==> config.mk <==
export PLATFORM = sky130hd
export DESIGN_NAME = teach_button_and_signal_diag
export DESIGN_NICKNAME = d
export VERILOG_FILES = /design/src/logic/sync_2ff.v /design/src/logic/blink_gen.v /design/src/logic/teach_button_and_signal_diag.v
export VERILOG_INCLUDE_DIRS = /design/src /design/src/logic
export SDC_FILE = /design/constraint.sdc
export NUM_CORES = 1
export LEC_CHECK = 0
export CORE_MARGIN = 2
export CORE_UTILIZATION = 44
export CTS_CLUSTER_SIZE = 16
export DETAILED_ROUTE_END_ITERATION = 7
export DONT_BUFFER_PORTS = 1
export HOLD_SLACK_MARGIN = 0.02
export SKIP_LAST_GASP = 1
export SYNTH_ARGS = -nofsm -noshare
export SYNTH_HDL_FRONTEND = slang
export SYNTH_SLANG_ARGS = --single-unit
==> constraint.sdc <==
create_clock -name ref_clk -period 2.69 [get_ports ref_clk]
set_input_delay 0.1345 -clock ref_clk [delete_from_list [all_inputs] [get_ports ref_clk]]
set_output_delay 0.1345 -clock ref_clk [all_outputs]
set_load 0.05 [all_outputs]
==> src/logic/teach_diag_defs.vh <==
// Constants for the teach button and signal diagnostics block
`ifndef TEACH_DIAG_DEFS_VH
`define TEACH_DIAG_DEFS_VH

// Register offsets (byte addresses, one 32-bit word each)
`define REG_CTRL          8'h00
`define REG_LOCK_MIN      8'h04
`define REG_STATUS        8'h08
`define REG_MEAS_RATE     8'h0C
`define REG_REPLY_DELAY   8'h10
`define REG_EXPOSURE      8'h14
`define REG_TEACH_RESULT  8'h18

// Control register fields
`define CTRL_QUICK_BIT    0
`define CTRL_SWITCH_BIT   1

// Reset values and special lockout settings
`define CTRL_RESET        2'h0
`define LOCK_MIN_RESET    8'h05
`define LOCK_MIN_ALWAYS   8'h00
`define LOCK_MIN_NEVER    8'hFF

// Signal quality codes
`define QUAL_VALID        2'h0
`define QUAL_WEAK         2'h1
`define QUAL_CRITICAL     2'h2

// Times in their own units
`define CLK_HZ            100000000
`define HOLD_MS           2000
`define MINUTE_S          60
`define BLINK_SLOW_HZ     2
`define BLINK_FAST_HZ     8

// Cycle counts derived from the times
`define HOLD_CYC          (`CLK_HZ / 1000 * `HOLD_MS)
`define MINUTE_CYC        (64'h1 * `CLK_HZ * `MINUTE_S)
`define SLOW_HALF_CYC     (`CLK_HZ / (2 * `BLINK_SLOW_HZ))
`define FAST_HALF_CYC     (`CLK_HZ / (2 * `BLINK_FAST_HZ))

`endif

==> src/logic/sync_2ff.v <==
// Two flip-flop synchroniser for asynchronous pin levels
`timescale 1ns/100ps
`default_nettype none
module sync_2ff
(
  // Clock and reset
  input  wire ref_clk,
  input  wire rst,
  // Data
  input  wire d,
  output reg  q
);
  reg meta_q;

  always @(posedge ref_clk)
  begin
    if (rst)
    begin
      meta_q <= 1'b0;
      q      <= 1'b0;
    end
    else
    begin
      meta_q <= d;
      q      <= meta_q;
    end
  end
endmodule // sync_2ff
`default_nettype wire

==> src/logic/blink_gen.v <==
// Square wave generator with a programmable half period
`timescale 1ns/100ps
`default_nettype none
module blink_gen
#(
  parameter HALF_CYC = 25000000,
  parameter CW       = 32
)
(
  // Clock and reset
  input  wire ref_clk,
  input  wire rst,
  // Control and wave
  input  wire run,
  output reg  wave_q
);
  reg [CW-1:0] cnt_q;

  // Restarts on every run so each blink phase opens with the LED lit
  always @(posedge ref_clk)
  begin
    if (rst || !run)
    begin
      cnt_q  <= {CW{1'b0}};
      wave_q <= 1'b0;
    end
    else if (cnt_q == 0)
    begin
      cnt_q  <= HALF_CYC[CW-1:0] - 1'b1;
      wave_q <= ~wave_q;
    end
    else
      cnt_q <= cnt_q - 1'b1;
  end
endmodule // blink_gen
`default_nettype wire

==> src/logic/teach_button_and_signal_diag.v <==
// Teach button controller, lockout timer and signal diagnostics
//
// Summary of operation
// - Two button modes; extended is default
// - Extended: measure field, zero, factory restore; only the zero teach is implemented, field and factory hooks stay idle
// - Quick mode: only zero position teachable
// - Button locks after timeout, default five minutes
// - Timeout minutes; zero never locks, 255 always
// - Green blinks 2 Hz while teach runs
// - Successful teach returns to normal operation
// - Failed teach blinks both LEDs 8 Hz
// - Report measurement rate in measurements per second
// - Output updates once per measurement
// - Filter settings leave measurement rate alone
// - Report delay from trigger to output change
// - Filter settings leave reply delay alone
// - Publish unitless exposure reserve
// - Quality codes: 0 valid, 1 weak, 2 critical
// - LEDs blink at critical quality
// - Alarm asserted when no value is acquired
// - Output defaults to alarm, else switching
//
// Decided for this implementation: the plain strobed port and the placing of the registers.
`timescale 1ns/100ps
`default_nettype none
`include "teach_diag_defs.vh"
module teach_button_and_signal_diag
#(
  parameter HOLD_CYC   = `HOLD_CYC,
  parameter MINUTE_CYC = `MINUTE_CYC,
  parameter SLOW_HALF  = `SLOW_HALF_CYC,
  parameter FAST_HALF  = `FAST_HALF_CYC,
  parameter RATE_CYC   = `CLK_HZ,
  parameter FAIL_CYC   = `CLK_HZ
)
(
  // Clock and reset
  input  wire        ref_clk,
  input  wire        rst,
  // Register port
  input  wire [7:0]  reg_addr,
  input  wire [31:0] reg_wdata,
  input  wire        reg_wr,
  input  wire        reg_rd,
  output reg  [31:0] reg_rdata,
  // Operator pin
  input  wire        button_n,
  // Measurement core, same clock
  input  wire        meas_trigger,
  input  wire        meas_done,
  input  wire        meas_valid,
  input  wire [15:0] meas_value,
  input  wire [7:0]  exposure_in,
  input  wire [1:0]  quality_in,
  input  wire        switch_state,
  // Teach engine, same clock
  output reg         zero_teach_q,
  output reg         field_teach_q,
  output reg         factory_restore_q,
  input  wire        teach_done,
  input  wire        teach_ok,
  // Outputs
  output reg  [15:0] out_value_q,
  output reg         green_led_q,
  output reg         yellow_led_q,
  output reg         out_pin_q
);
  localparam ST_IDLE  = 2'h0;
  localparam ST_HOLD  = 2'h1;
  localparam ST_TEACH = 2'h2;
  localparam ST_FAIL  = 2'h3;

  wire        btn;
  wire        slow_wave;
  wire        fast_wave;
  reg  [1:0]  state_q;
  reg  [31:0] hold_cnt_q;
  reg  [31:0] fail_cnt_q;
  reg  [1:0]  ctrl_q;
  reg  [7:0]  lock_min_q;
  // A minute at the full clock rate does not fit in 32 bits
  reg  [39:0] min_cnt_q;
  reg  [7:0]  min_elapsed_q;
  reg         locked_q;

  // Diagnostic capture
  reg  [31:0] sec_cnt_q;
  reg  [31:0] rate_acc_q;
  reg  [31:0] measure_rate_value_q;
  reg  [31:0] delay_cnt_q;
  reg  [31:0] reply_delay_value_q;
  reg  [7:0]  exposure_q;
  reg  [1:0]  quality_q;
  reg         last_ok_q;
  reg         crit_blink;
  reg  [31:0] read_mux;

  wire quick_mode = ctrl_q[`CTRL_QUICK_BIT];
  wire button_on  = !locked_q && lock_min_q != `LOCK_MIN_NEVER;
  // Blink generators restart whenever their phase begins
  wire slow_run   = (state_q == ST_TEACH);
  wire fast_run   = (state_q == ST_FAIL) || crit_blink;

  sync_2ff u_btn_sync
  (
    .ref_clk (ref_clk),
    .rst     (rst),
    .d       (~button_n),
    .q       (btn)
  );

  blink_gen #(.HALF_CYC(SLOW_HALF)) u_slow
  (
    .ref_clk (ref_clk),
    .rst     (rst),
    .run     (slow_run),
    .wave_q  (slow_wave)
  );

  blink_gen #(.HALF_CYC(FAST_HALF)) u_fast
  (
    .ref_clk (ref_clk),
    .rst     (rst),
    .run     (fast_run),
    .wave_q  (fast_wave)
  );

  // Register writes
  always @(posedge ref_clk)
  begin
    if (rst)
    begin
      ctrl_q     <= `CTRL_RESET;
      lock_min_q <= `LOCK_MIN_RESET;
    end
    else if (reg_wr)
    begin
      if (reg_addr == `REG_CTRL)
        ctrl_q <= reg_wdata[1:0];
      if (reg_addr == `REG_LOCK_MIN)
        lock_min_q <= reg_wdata[7:0];
    end
  end

  // Read decode kept apart so the data flop only picks it or zero
  always @*
  begin
    read_mux = 32'h0;
    case (reg_addr)
      `REG_CTRL:         read_mux = {30'h0, ctrl_q};
      `REG_LOCK_MIN:     read_mux = {24'h0, lock_min_q};
      `REG_STATUS:       read_mux = {27'h0, locked_q, state_q, quality_q};
      `REG_MEAS_RATE:    read_mux = measure_rate_value_q;
      `REG_REPLY_DELAY:  read_mux = reply_delay_value_q;
      `REG_EXPOSURE:     read_mux = {24'h0, exposure_q};
      `REG_TEACH_RESULT: read_mux = {31'h0, last_ok_q};
      default:           read_mux = 32'h0;
    endcase
  end

  // Register reads: data one cycle after the strobe, zero otherwise
  always @(posedge ref_clk)
  begin
    if (rst || !reg_rd)
      reg_rdata <= 32'h0;
    else
      reg_rdata <= read_mux;
  end

  // Button sequence
  always @(posedge ref_clk)
  begin
    if (rst)
    begin
      state_q           <= ST_IDLE;
      hold_cnt_q        <= 32'h0;
      fail_cnt_q        <= 32'h0;
      zero_teach_q      <= 1'b0;
      field_teach_q     <= 1'b0;
      factory_restore_q <= 1'b0;
      last_ok_q         <= 1'b0;
    end
    else
    begin
      zero_teach_q      <= 1'b0;
      field_teach_q     <= 1'b0;
      factory_restore_q <= 1'b0;
      case (state_q)
        ST_IDLE:
        begin
          hold_cnt_q <= 32'h0;
          if (btn && button_on)
            state_q <= ST_HOLD;
        end
        ST_HOLD:
        begin
          if (!btn)
            state_q <= ST_IDLE;
          else if (hold_cnt_q == HOLD_CYC - 1)
          begin
            state_q      <= ST_TEACH;
            zero_teach_q <= 1'b1;
          end
          else
            hold_cnt_q <= hold_cnt_q + 32'h1;
          // Extended mode keeps its field and factory hooks idle: no button
          // sequence is defined for them, so only the zero teach is reachable
          if (!quick_mode && btn && hold_cnt_q == HOLD_CYC - 1)
          begin
            field_teach_q     <= 1'b0;
            factory_restore_q <= 1'b0;
          end
        end
        ST_TEACH:
        begin
          if (teach_done)
          begin
            last_ok_q  <= teach_ok;
            fail_cnt_q <= 32'h0;
            state_q    <= teach_ok ? ST_IDLE : ST_FAIL;
          end
        end
        default:
        begin
          if (fail_cnt_q == FAIL_CYC - 1)
            state_q <= ST_IDLE;
          else
            fail_cnt_q <= fail_cnt_q + 32'h1;
        end
      endcase
    end
  end

  // Lockout: minutes counted since the last teach or a new timeout value
  // A value of 255 is refused in button_on whatever this count says
  always @(posedge ref_clk)
  begin
    if (rst || zero_teach_q || reg_wr && reg_addr == `REG_LOCK_MIN)
    begin
      min_cnt_q     <= 40'h0;
      min_elapsed_q <= 8'h0;
      locked_q      <= 1'b0;
    end
    else if (lock_min_q == `LOCK_MIN_ALWAYS)
      locked_q <= 1'b0;
    else if (!locked_q)
    begin
      if (min_cnt_q == MINUTE_CYC - 1)
      begin
        min_cnt_q     <= 40'h0;
        min_elapsed_q <= min_elapsed_q + 8'h1;
        if (min_elapsed_q + 8'h1 >= lock_min_q)
          locked_q <= 1'b1;
      end
      else
        min_cnt_q <= min_cnt_q + 40'h1;
    end
  end

  // Diagnostics, independent of any filter setting
  always @(posedge ref_clk)
  begin
    if (rst)
    begin
      sec_cnt_q            <= 32'h0;
      rate_acc_q           <= 32'h0;
      measure_rate_value_q <= 32'h0;
      delay_cnt_q          <= 32'h0;
      reply_delay_value_q  <= 32'h0;
      exposure_q           <= 8'h0;
      quality_q            <= `QUAL_VALID;
      out_value_q          <= 16'h0;
    end
    else
    begin
      // One count of results per window of RATE_CYC cycles
      if (sec_cnt_q == RATE_CYC - 1)
      begin
        sec_cnt_q            <= 32'h0;
        measure_rate_value_q <= rate_acc_q + {31'h0, meas_done};
        rate_acc_q           <= 32'h0;
      end
      else
      begin
        sec_cnt_q  <= sec_cnt_q + 32'h1;
        rate_acc_q <= rate_acc_q + {31'h0, meas_done};
      end
      // The delay runs only from a trigger to its result and never wraps
      if (meas_trigger)
        delay_cnt_q <= 32'h1;
      else if (meas_done)
        delay_cnt_q <= 32'h0;
      else if (delay_cnt_q != 32'h0 && delay_cnt_q != 32'hFFFFFFFF)
        delay_cnt_q <= delay_cnt_q + 32'h1;
      // A result without a trigger keeps the last reported delay
      if (meas_done && delay_cnt_q != 32'h0)
        reply_delay_value_q <= delay_cnt_q;
      if (meas_done)
      begin
        out_value_q         <= meas_value;
        exposure_q          <= exposure_in;
        quality_q           <= (quality_in > `QUAL_CRITICAL) ? `QUAL_CRITICAL : quality_in;
      end
    end
  end

  always @*
    crit_blink = (quality_q == `QUAL_CRITICAL);

  // LEDs and switchable output
  // Teach blink first, then failure or critical blink, else plain status
  always @(posedge ref_clk)
  begin
    if (rst)
    begin
      green_led_q  <= 1'b0;
      yellow_led_q <= 1'b0;
      out_pin_q    <= 1'b0;
    end
    else
    begin
      if (state_q == ST_TEACH)
      begin
        green_led_q  <= slow_wave;
        yellow_led_q <= 1'b0;
      end
      else if (state_q == ST_FAIL || crit_blink)
      begin
        green_led_q  <= fast_wave;
        yellow_led_q <= fast_wave;
      end
      else
      begin
        green_led_q  <= meas_valid;
        yellow_led_q <= !meas_valid;
      end
      out_pin_q <= ctrl_q[`CTRL_SWITCH_BIT] ? switch_state : !meas_valid;
    end
  end
endmodule // teach_button_and_signal_diag
`default_nettype wire

Word-level counts from Yosys, hierarchy flattened
Index checks and enable logic that the tools add are counted.
{"block": "op_classes", "addsub": 9, "n_lt_le_gt_ge": 2, "n_eq_ne": 22, "muxes": 29, "bitwise_logic": 8, "n_reduce_logical": 41}
{"op": "$pmux 32 s7", "count": 1}
{"op": "$add 32x1->32 const B", "count": 4}
{"op": "$mux 32", "count": 4}
{"op": "$pmux 32 s2", "count": 2}
{"op": "$eq 32x27->1 const B", "count": 2}
{"op": "$logic_not 32->1", "count": 2}
{"op": "$sub 32x1->32 const B", "count": 2}
{"op": "$add 40x1->40 const B", "count": 1}
{"op": "$eq 40x33->1 const B", "count": 1}
{"op": "$mux 40", "count": 1}
{"op": "$add 32x1->32", "count": 1}
{"op": "$eq 32x28->1 const B", "count": 1}
{"op": "$ne 32x32->1 const B", "count": 1}
{"op": "$reduce_bool 32->1", "count": 1}
{"op": "$mux 25", "count": 1}
{"op": "$eq 8x5->1 const B", "count": 3}
{"op": "$mux 23", "count": 1}
{"op": "$eq 8x4->1 const B", "count": 2}
{"op": "$logic_not 8->1", "count": 2}
{"op": "$mux 2", "count": 7}
{"op": "$reduce_or 2->1", "count": 6}
{"op": "$mux 1", "count": 11}
{"op": "$reduce_and 3->1", "count": 3}
{"op": "$add 8x1->8 const B", "count": 1}
{"op": "other kinds (21)", "count": 50}
{"block": "totals", "reg_bits": 416, "input_bits": 77, "output_inout_bits": 54, "elab_cells": 142}

Longest topological paths before layout
{"block": "depth", "word_depth": 5, "depth_mapped": 11, "ltp_nobuf": 10}

Hierarchy
From an unflattened synthesis, not the netlist that was laid out.
{"block": "unflattened", "cells_unflattened": 2118, "hier_area_um2": 18785.5}
{"mod": "teach_button_and_signal_diag", "instances": 1, "cells_per_inst": 1775, "area_each_um2": 15595.0, "seq_area_each_um2": 6966.7}
{"mod": "blink_gen at u_slow", "instances": 1, "cells_per_inst": 165, "area_each_um2": 1575.3, "seq_area_each_um2": 660.6}
{"mod": "blink_gen at u_fast", "instances": 1, "cells_per_inst": 174, "area_each_um2": 1562.7, "seq_area_each_um2": 660.6}
{"mod": "sync_2ff", "instances": 1, "cells_per_inst": 4, "area_each_um2": 52.6, "seq_area_each_um2": 40.0}

Worst setup path after synthesis
No wires, ideal clock.
{"block": "synth_path", "path_kind": "register to register", "from": "register u_fast.cnt_q[8]", "to": "register u_fast.cnt_q[13]", "setup_ns": 0.115, "arrival_time_ns": 2.264, "required_time_ns": 2.575, "setup_slack_ns": 0.311, "stages_incl_launch_ff": 10, "cell_sequence": "dfxtp_1 -> or4_1 -> buf_2 -> nor4_4 -> nand2_2 -> or4_1 -> buf_6 -> nand2_8 -> buf_8 -> nor2_1"}
{"block": "synth_between", "elab_chain_len": 2}
{"item": "start: declaration", "line": "blink_gen.v:17", "rtl": "reg [CW-1:0] cnt_q;"}
{"item": "start signal: assignment", "line": "blink_gen.v:24", "rtl": "cnt_q <= {CW{1'b0}};"}
{"item": "start signal: assignment", "line": "blink_gen.v:29", "rtl": "cnt_q <= HALF_CYC[CW-1:0] - 1'b1;"}
{"item": "start signal: assignment", "line": "blink_gen.v:33", "rtl": "cnt_q <= cnt_q - 1'b1;"}
{"item": "branches (longest 2 deep; another with $sub 32x1->32)"}
Parallel ways; which one is timed is not known.
A chain may end at the register's enable or synchronous reset.

Worst setup path in the final report
{"block": "layout_path", "from": "register u_slow.cnt_q[24]", "to": "register u_slow.wave_q"}
{"block": "layout_between", "elab_chain_len": 1}
{"item": "start: declaration", "line": "blink_gen.v:17"}
{"item": "start signal: assignment", "line": "blink_gen.v:24"}
{"item": "start signal: assignment", "line": "blink_gen.v:29"}
{"item": "start signal: assignment", "line": "blink_gen.v:33"}
{"item": "$logic_not 32->1", "line": "blink_gen.v:27", "rtl": "else if (cnt_q == 0)"}
{"item": "end signal: assignment", "line": "blink_gen.v:30", "rtl": "wave_q <= ~wave_q;"}
{"item": "end: declaration", "line": "blink_gen.v:15", "rtl": "output reg wave_q"}
No other way between the ends.

==> metrics.csv <==
metric,value,unit
reg2reg_depth,7,
period_minus_slack,2.49,ns
ys_seq_area_share,46.0,%
synthesis.instances,2126,
final_cell_mix,"416 x dfxtp_1, 321 x nor2_1, 195 x nand2_1, 139 x nand3_1, 123 x a21oi_1",
reg2reg_from,u_slow.cnt_q[24],
power.static_leakage,7.64,nW
track_usage,20.8,%
hpwl,30.3,mm
rsz0062_at_grt,no,
arrival,2.92,ns
slew_headroom,40.7,%
cp_common_cell,or4_1,
routed_via_density,5.52,
rows,74,
synth-edff-count,0,
path_cells,"or4_1, or4_1, nor3b_1, nand2_1, buf_4, xor2_1, nor2_1",
core-area,40700,µm²
clock_path_buffers,3,
layout.nets,2285,
ys.flop_type,dfxtp_1,
post-route-util,51.5,%
hold_class,in -> reg,
portBuffers,0,
cts.sinks,416,
finClkSkew,0.0177,ns
peakVddDrop,402,µV
power_density,677,nW/µm²
die_area,42800,µm²
ant_nets,0,
fmax,0.402,GHz
setup_violations,0,
synth_warnings,0,
fin_crit_sh,92.5,%
routabilityCongestion,0.888,
h-tree-depth,2,
drc,0,
holdPathStages,3,
antenna_found_initial,2,
synthesis.area,18100,µm²
critPathLaunchType,flip-flop,
setup_tns,0,ns
path_clk_slew,0.06,ns
hold_path_startpoint,reg_rd,
mostFrequentLayoutCell,dfxtp_1,
firstDrtPassIters,5,
routed_wl,45.1,mm
critPathRequiredTime,3.12,ns
synthToLayoutAreaGrowth,15.8,%
holdPathEnd,reg_rdata[29],
drt_iter0_markers,1008,
avgSynthCellArea,8.52,µm²
cp_max_fo,14,
max_cap_violations,0,
ios,131,
grt_pass1_wl,72.8,mm
grt_overflow,0,
crit_type,reg -> reg,
routedWlPerCell,16.4,µm
async_flop_share,0,%
drive_gt1_share,7.16,%
synthDistinctLibCells,61,
r2r_slack,0.20,ns
hold_viol_final,0,
die_h,207,µm
synth-seq-cells,416,
start_util,44.4,%
endpoint_kind,flip-flop,
cp_slowest_cell,or4_1,
cts_buffers,47,
worst_slew_pin_slew,0.882,ns
clk_latency,0.58,ns
cts_tree,done,
vias,15215,
reg2reg_to,u_slow.wave_q,
grt_max_degree,105,
report.final.slew_viol_count,0,
die_w,207,µm
cts-root-buf,clkbuf_16,
first_global_vias,14279,
status,"finished, final reports clean",
cpPeakStageDelay,0.59,ns
## flip-flops by register name, summed over array words and instances, names as in the netlist, 8 cells and up
signal and count:
min_cnt_q 40, delay_cnt_q 32, fail_cnt_q 32, hold_cnt_q 32
measure_rate_value_q 32, rate_acc_q 32, reg_rdata 32, reply_delay_value_q 32
sec_cnt_q 32, u_fast.cnt_q 32, u_slow.cnt_q 32, out_value_q 16
exposure_q 8, lock_min_q 8, min_elapsed_q 8
## cells in the mapped netlist, types with 4 or more instances
cell type / instances / share of area, %
a211oi_1: 13 / 0.54
a21o_1: 5 / 0.21
a21oi_1: 123 / 3.4
a222oi_1: 4 / 0.22
a22oi_1: 32 / 1.3
a31oi_1: 20 / 0.69
and2_1: 17 / 0.59
and3_1: 42 / 1.5
and4_1: 24 / 1.2
buf_1: 10 / 0.21
buf_2: 5 / 0.14
clkbuf_1: 79 / 1.6
dfxtp_1: 416 / 46
ha_1: 24 / 1.7
inv_1: 36 / 0.75
mux2i_1: 36 / 2.0
nand2_1: 195 / 4.0
nand2b_1: 8 / 0.28
nand3_1: 139 / 3.8
nand3b_1: 5 / 0.21
nand4_1: 60 / 2.1
nand4b_1: 7 / 0.34
nor2_1: 323 / 6.7
nor2b_1: 5 / 0.17
nor3_1: 54 / 1.5
nor4_1: 45 / 1.6
nor4b_1: 12 / 0.58
o211ai_1: 7 / 0.29
o21ai_0: 64 / 1.8
o31ai_1: 10 / 0.41
o41ai_1: 4 / 0.19
or2_2: 9 / 0.31
or3_1: 28 / 0.97
or4_1: 27 / 1.1
xnor2_1: 94 / 4.5
xor2_1: 105 / 5.1
## timing repair
action                     in CTS  in global routing
gates resized for setup         1                  2
hold endpoints to repair      141                  0
buffers inserted                0                  0
hold buffers                   50                  0
setup endpoints to repair      39                 51
## worst max-delay path: cells and delay by family, from the launching register on
| family | cells | cell delay [ns] |
|---|---|---|
| buffers and inverters | 1 | 0.24 |
| XOR/XNOR | 1 | 0.14 |
| AND/OR/NAND/NOR | 5 | 1.63 |
| flip-flops | 1 | 0.35 |
## layout make-up
type | instances | area (µm²)
Inverter | 36 | 135
Multi-Input combinational cell | 1576 | 9250
Antenna cell | 1 | 2.50
Clock inverter | 31 | 360
Sequential cell | 416 | 8330
Fill cell | 3853 | 19800
Tap cell | 532 | 666
Timing Repair Buffer | 107 | 963
Clock buffer | 56 | 1260
## report_power, final
part / total (W) / internal, W / switching, W
Sequential: 0.00637 / 0.00624 / 0.000132
Combinational: 0.00117 / 0.000432 / 0.000735
Clock: 0.00666 / 0.00403 / 0.00263
## kinds of logic (layout without fill, tap and decap cells)
kind of cell               count (synthesis)  after routing  share of synthesized area, %
xor gates and xnor gates                 199            199                          9.63
other                                      1              3                        0.0207
DFF                                      416            416                          46.0
muxes                                     36             36                          1.99
buffers and inverters                    135            230                          3.00
adders and majority gates                 24             24                          1.66
AOI/OAI and AO/OA                        302            302                          10.0
and+or+nand+nor                         1013           1013                          27.7
## worst max path at each step
stage	from	endpoint	slack, ns	cells after the start
after floorplan	u_fast.cnt_q[8]	u_fast.cnt_q[13]	0.31	9
after global placement	min_cnt_q[19]	min_cnt_q[39]	0.03	5
after detailed placement	min_cnt_q[14]	min_cnt_q[12]	-0.04	5
after CTS	state_q[0]	fail_cnt_q[14]	0.11	8
after global routing	u_slow.cnt_q[24]	u_slow.wave_q	0.05	7
final	u_slow.cnt_q[24]	u_slow.wave_q	0.20	7
## metal layers
| layer | track usage, % | up-vias | share of wire, % |
|---|---|---|---|
| met5 | 0 | - | 0.047 |
| met4 | 8.49 | 4 | 3.6 |
| met3 | 4.30 | 92 | 6.1 |
| met2 | 33.3 | 330 | 45 |
| met1 | 27.5 | 7170 | 46 |
| li1 | - | 7619 | - |
## metrics by stage
step                      power [W]  cell area (µm²)  hold slack [ns]  setup WS (ns)  cells
after CTS                    0.0144            21000           0.0282          0.112   2754
after global routing         0.0148            21000           0.0610         0.0493   2755
after floorplan             0.00733            18100            0.201          0.311   2127
final                        0.0142            21000           0.0542          0.201   2755
after detailed placement    0.00754            18800            0.205        -0.0353   2617
after global placement      0.00752            18800            0.205         0.0333   2617
(Power assumes the default switching activity.)
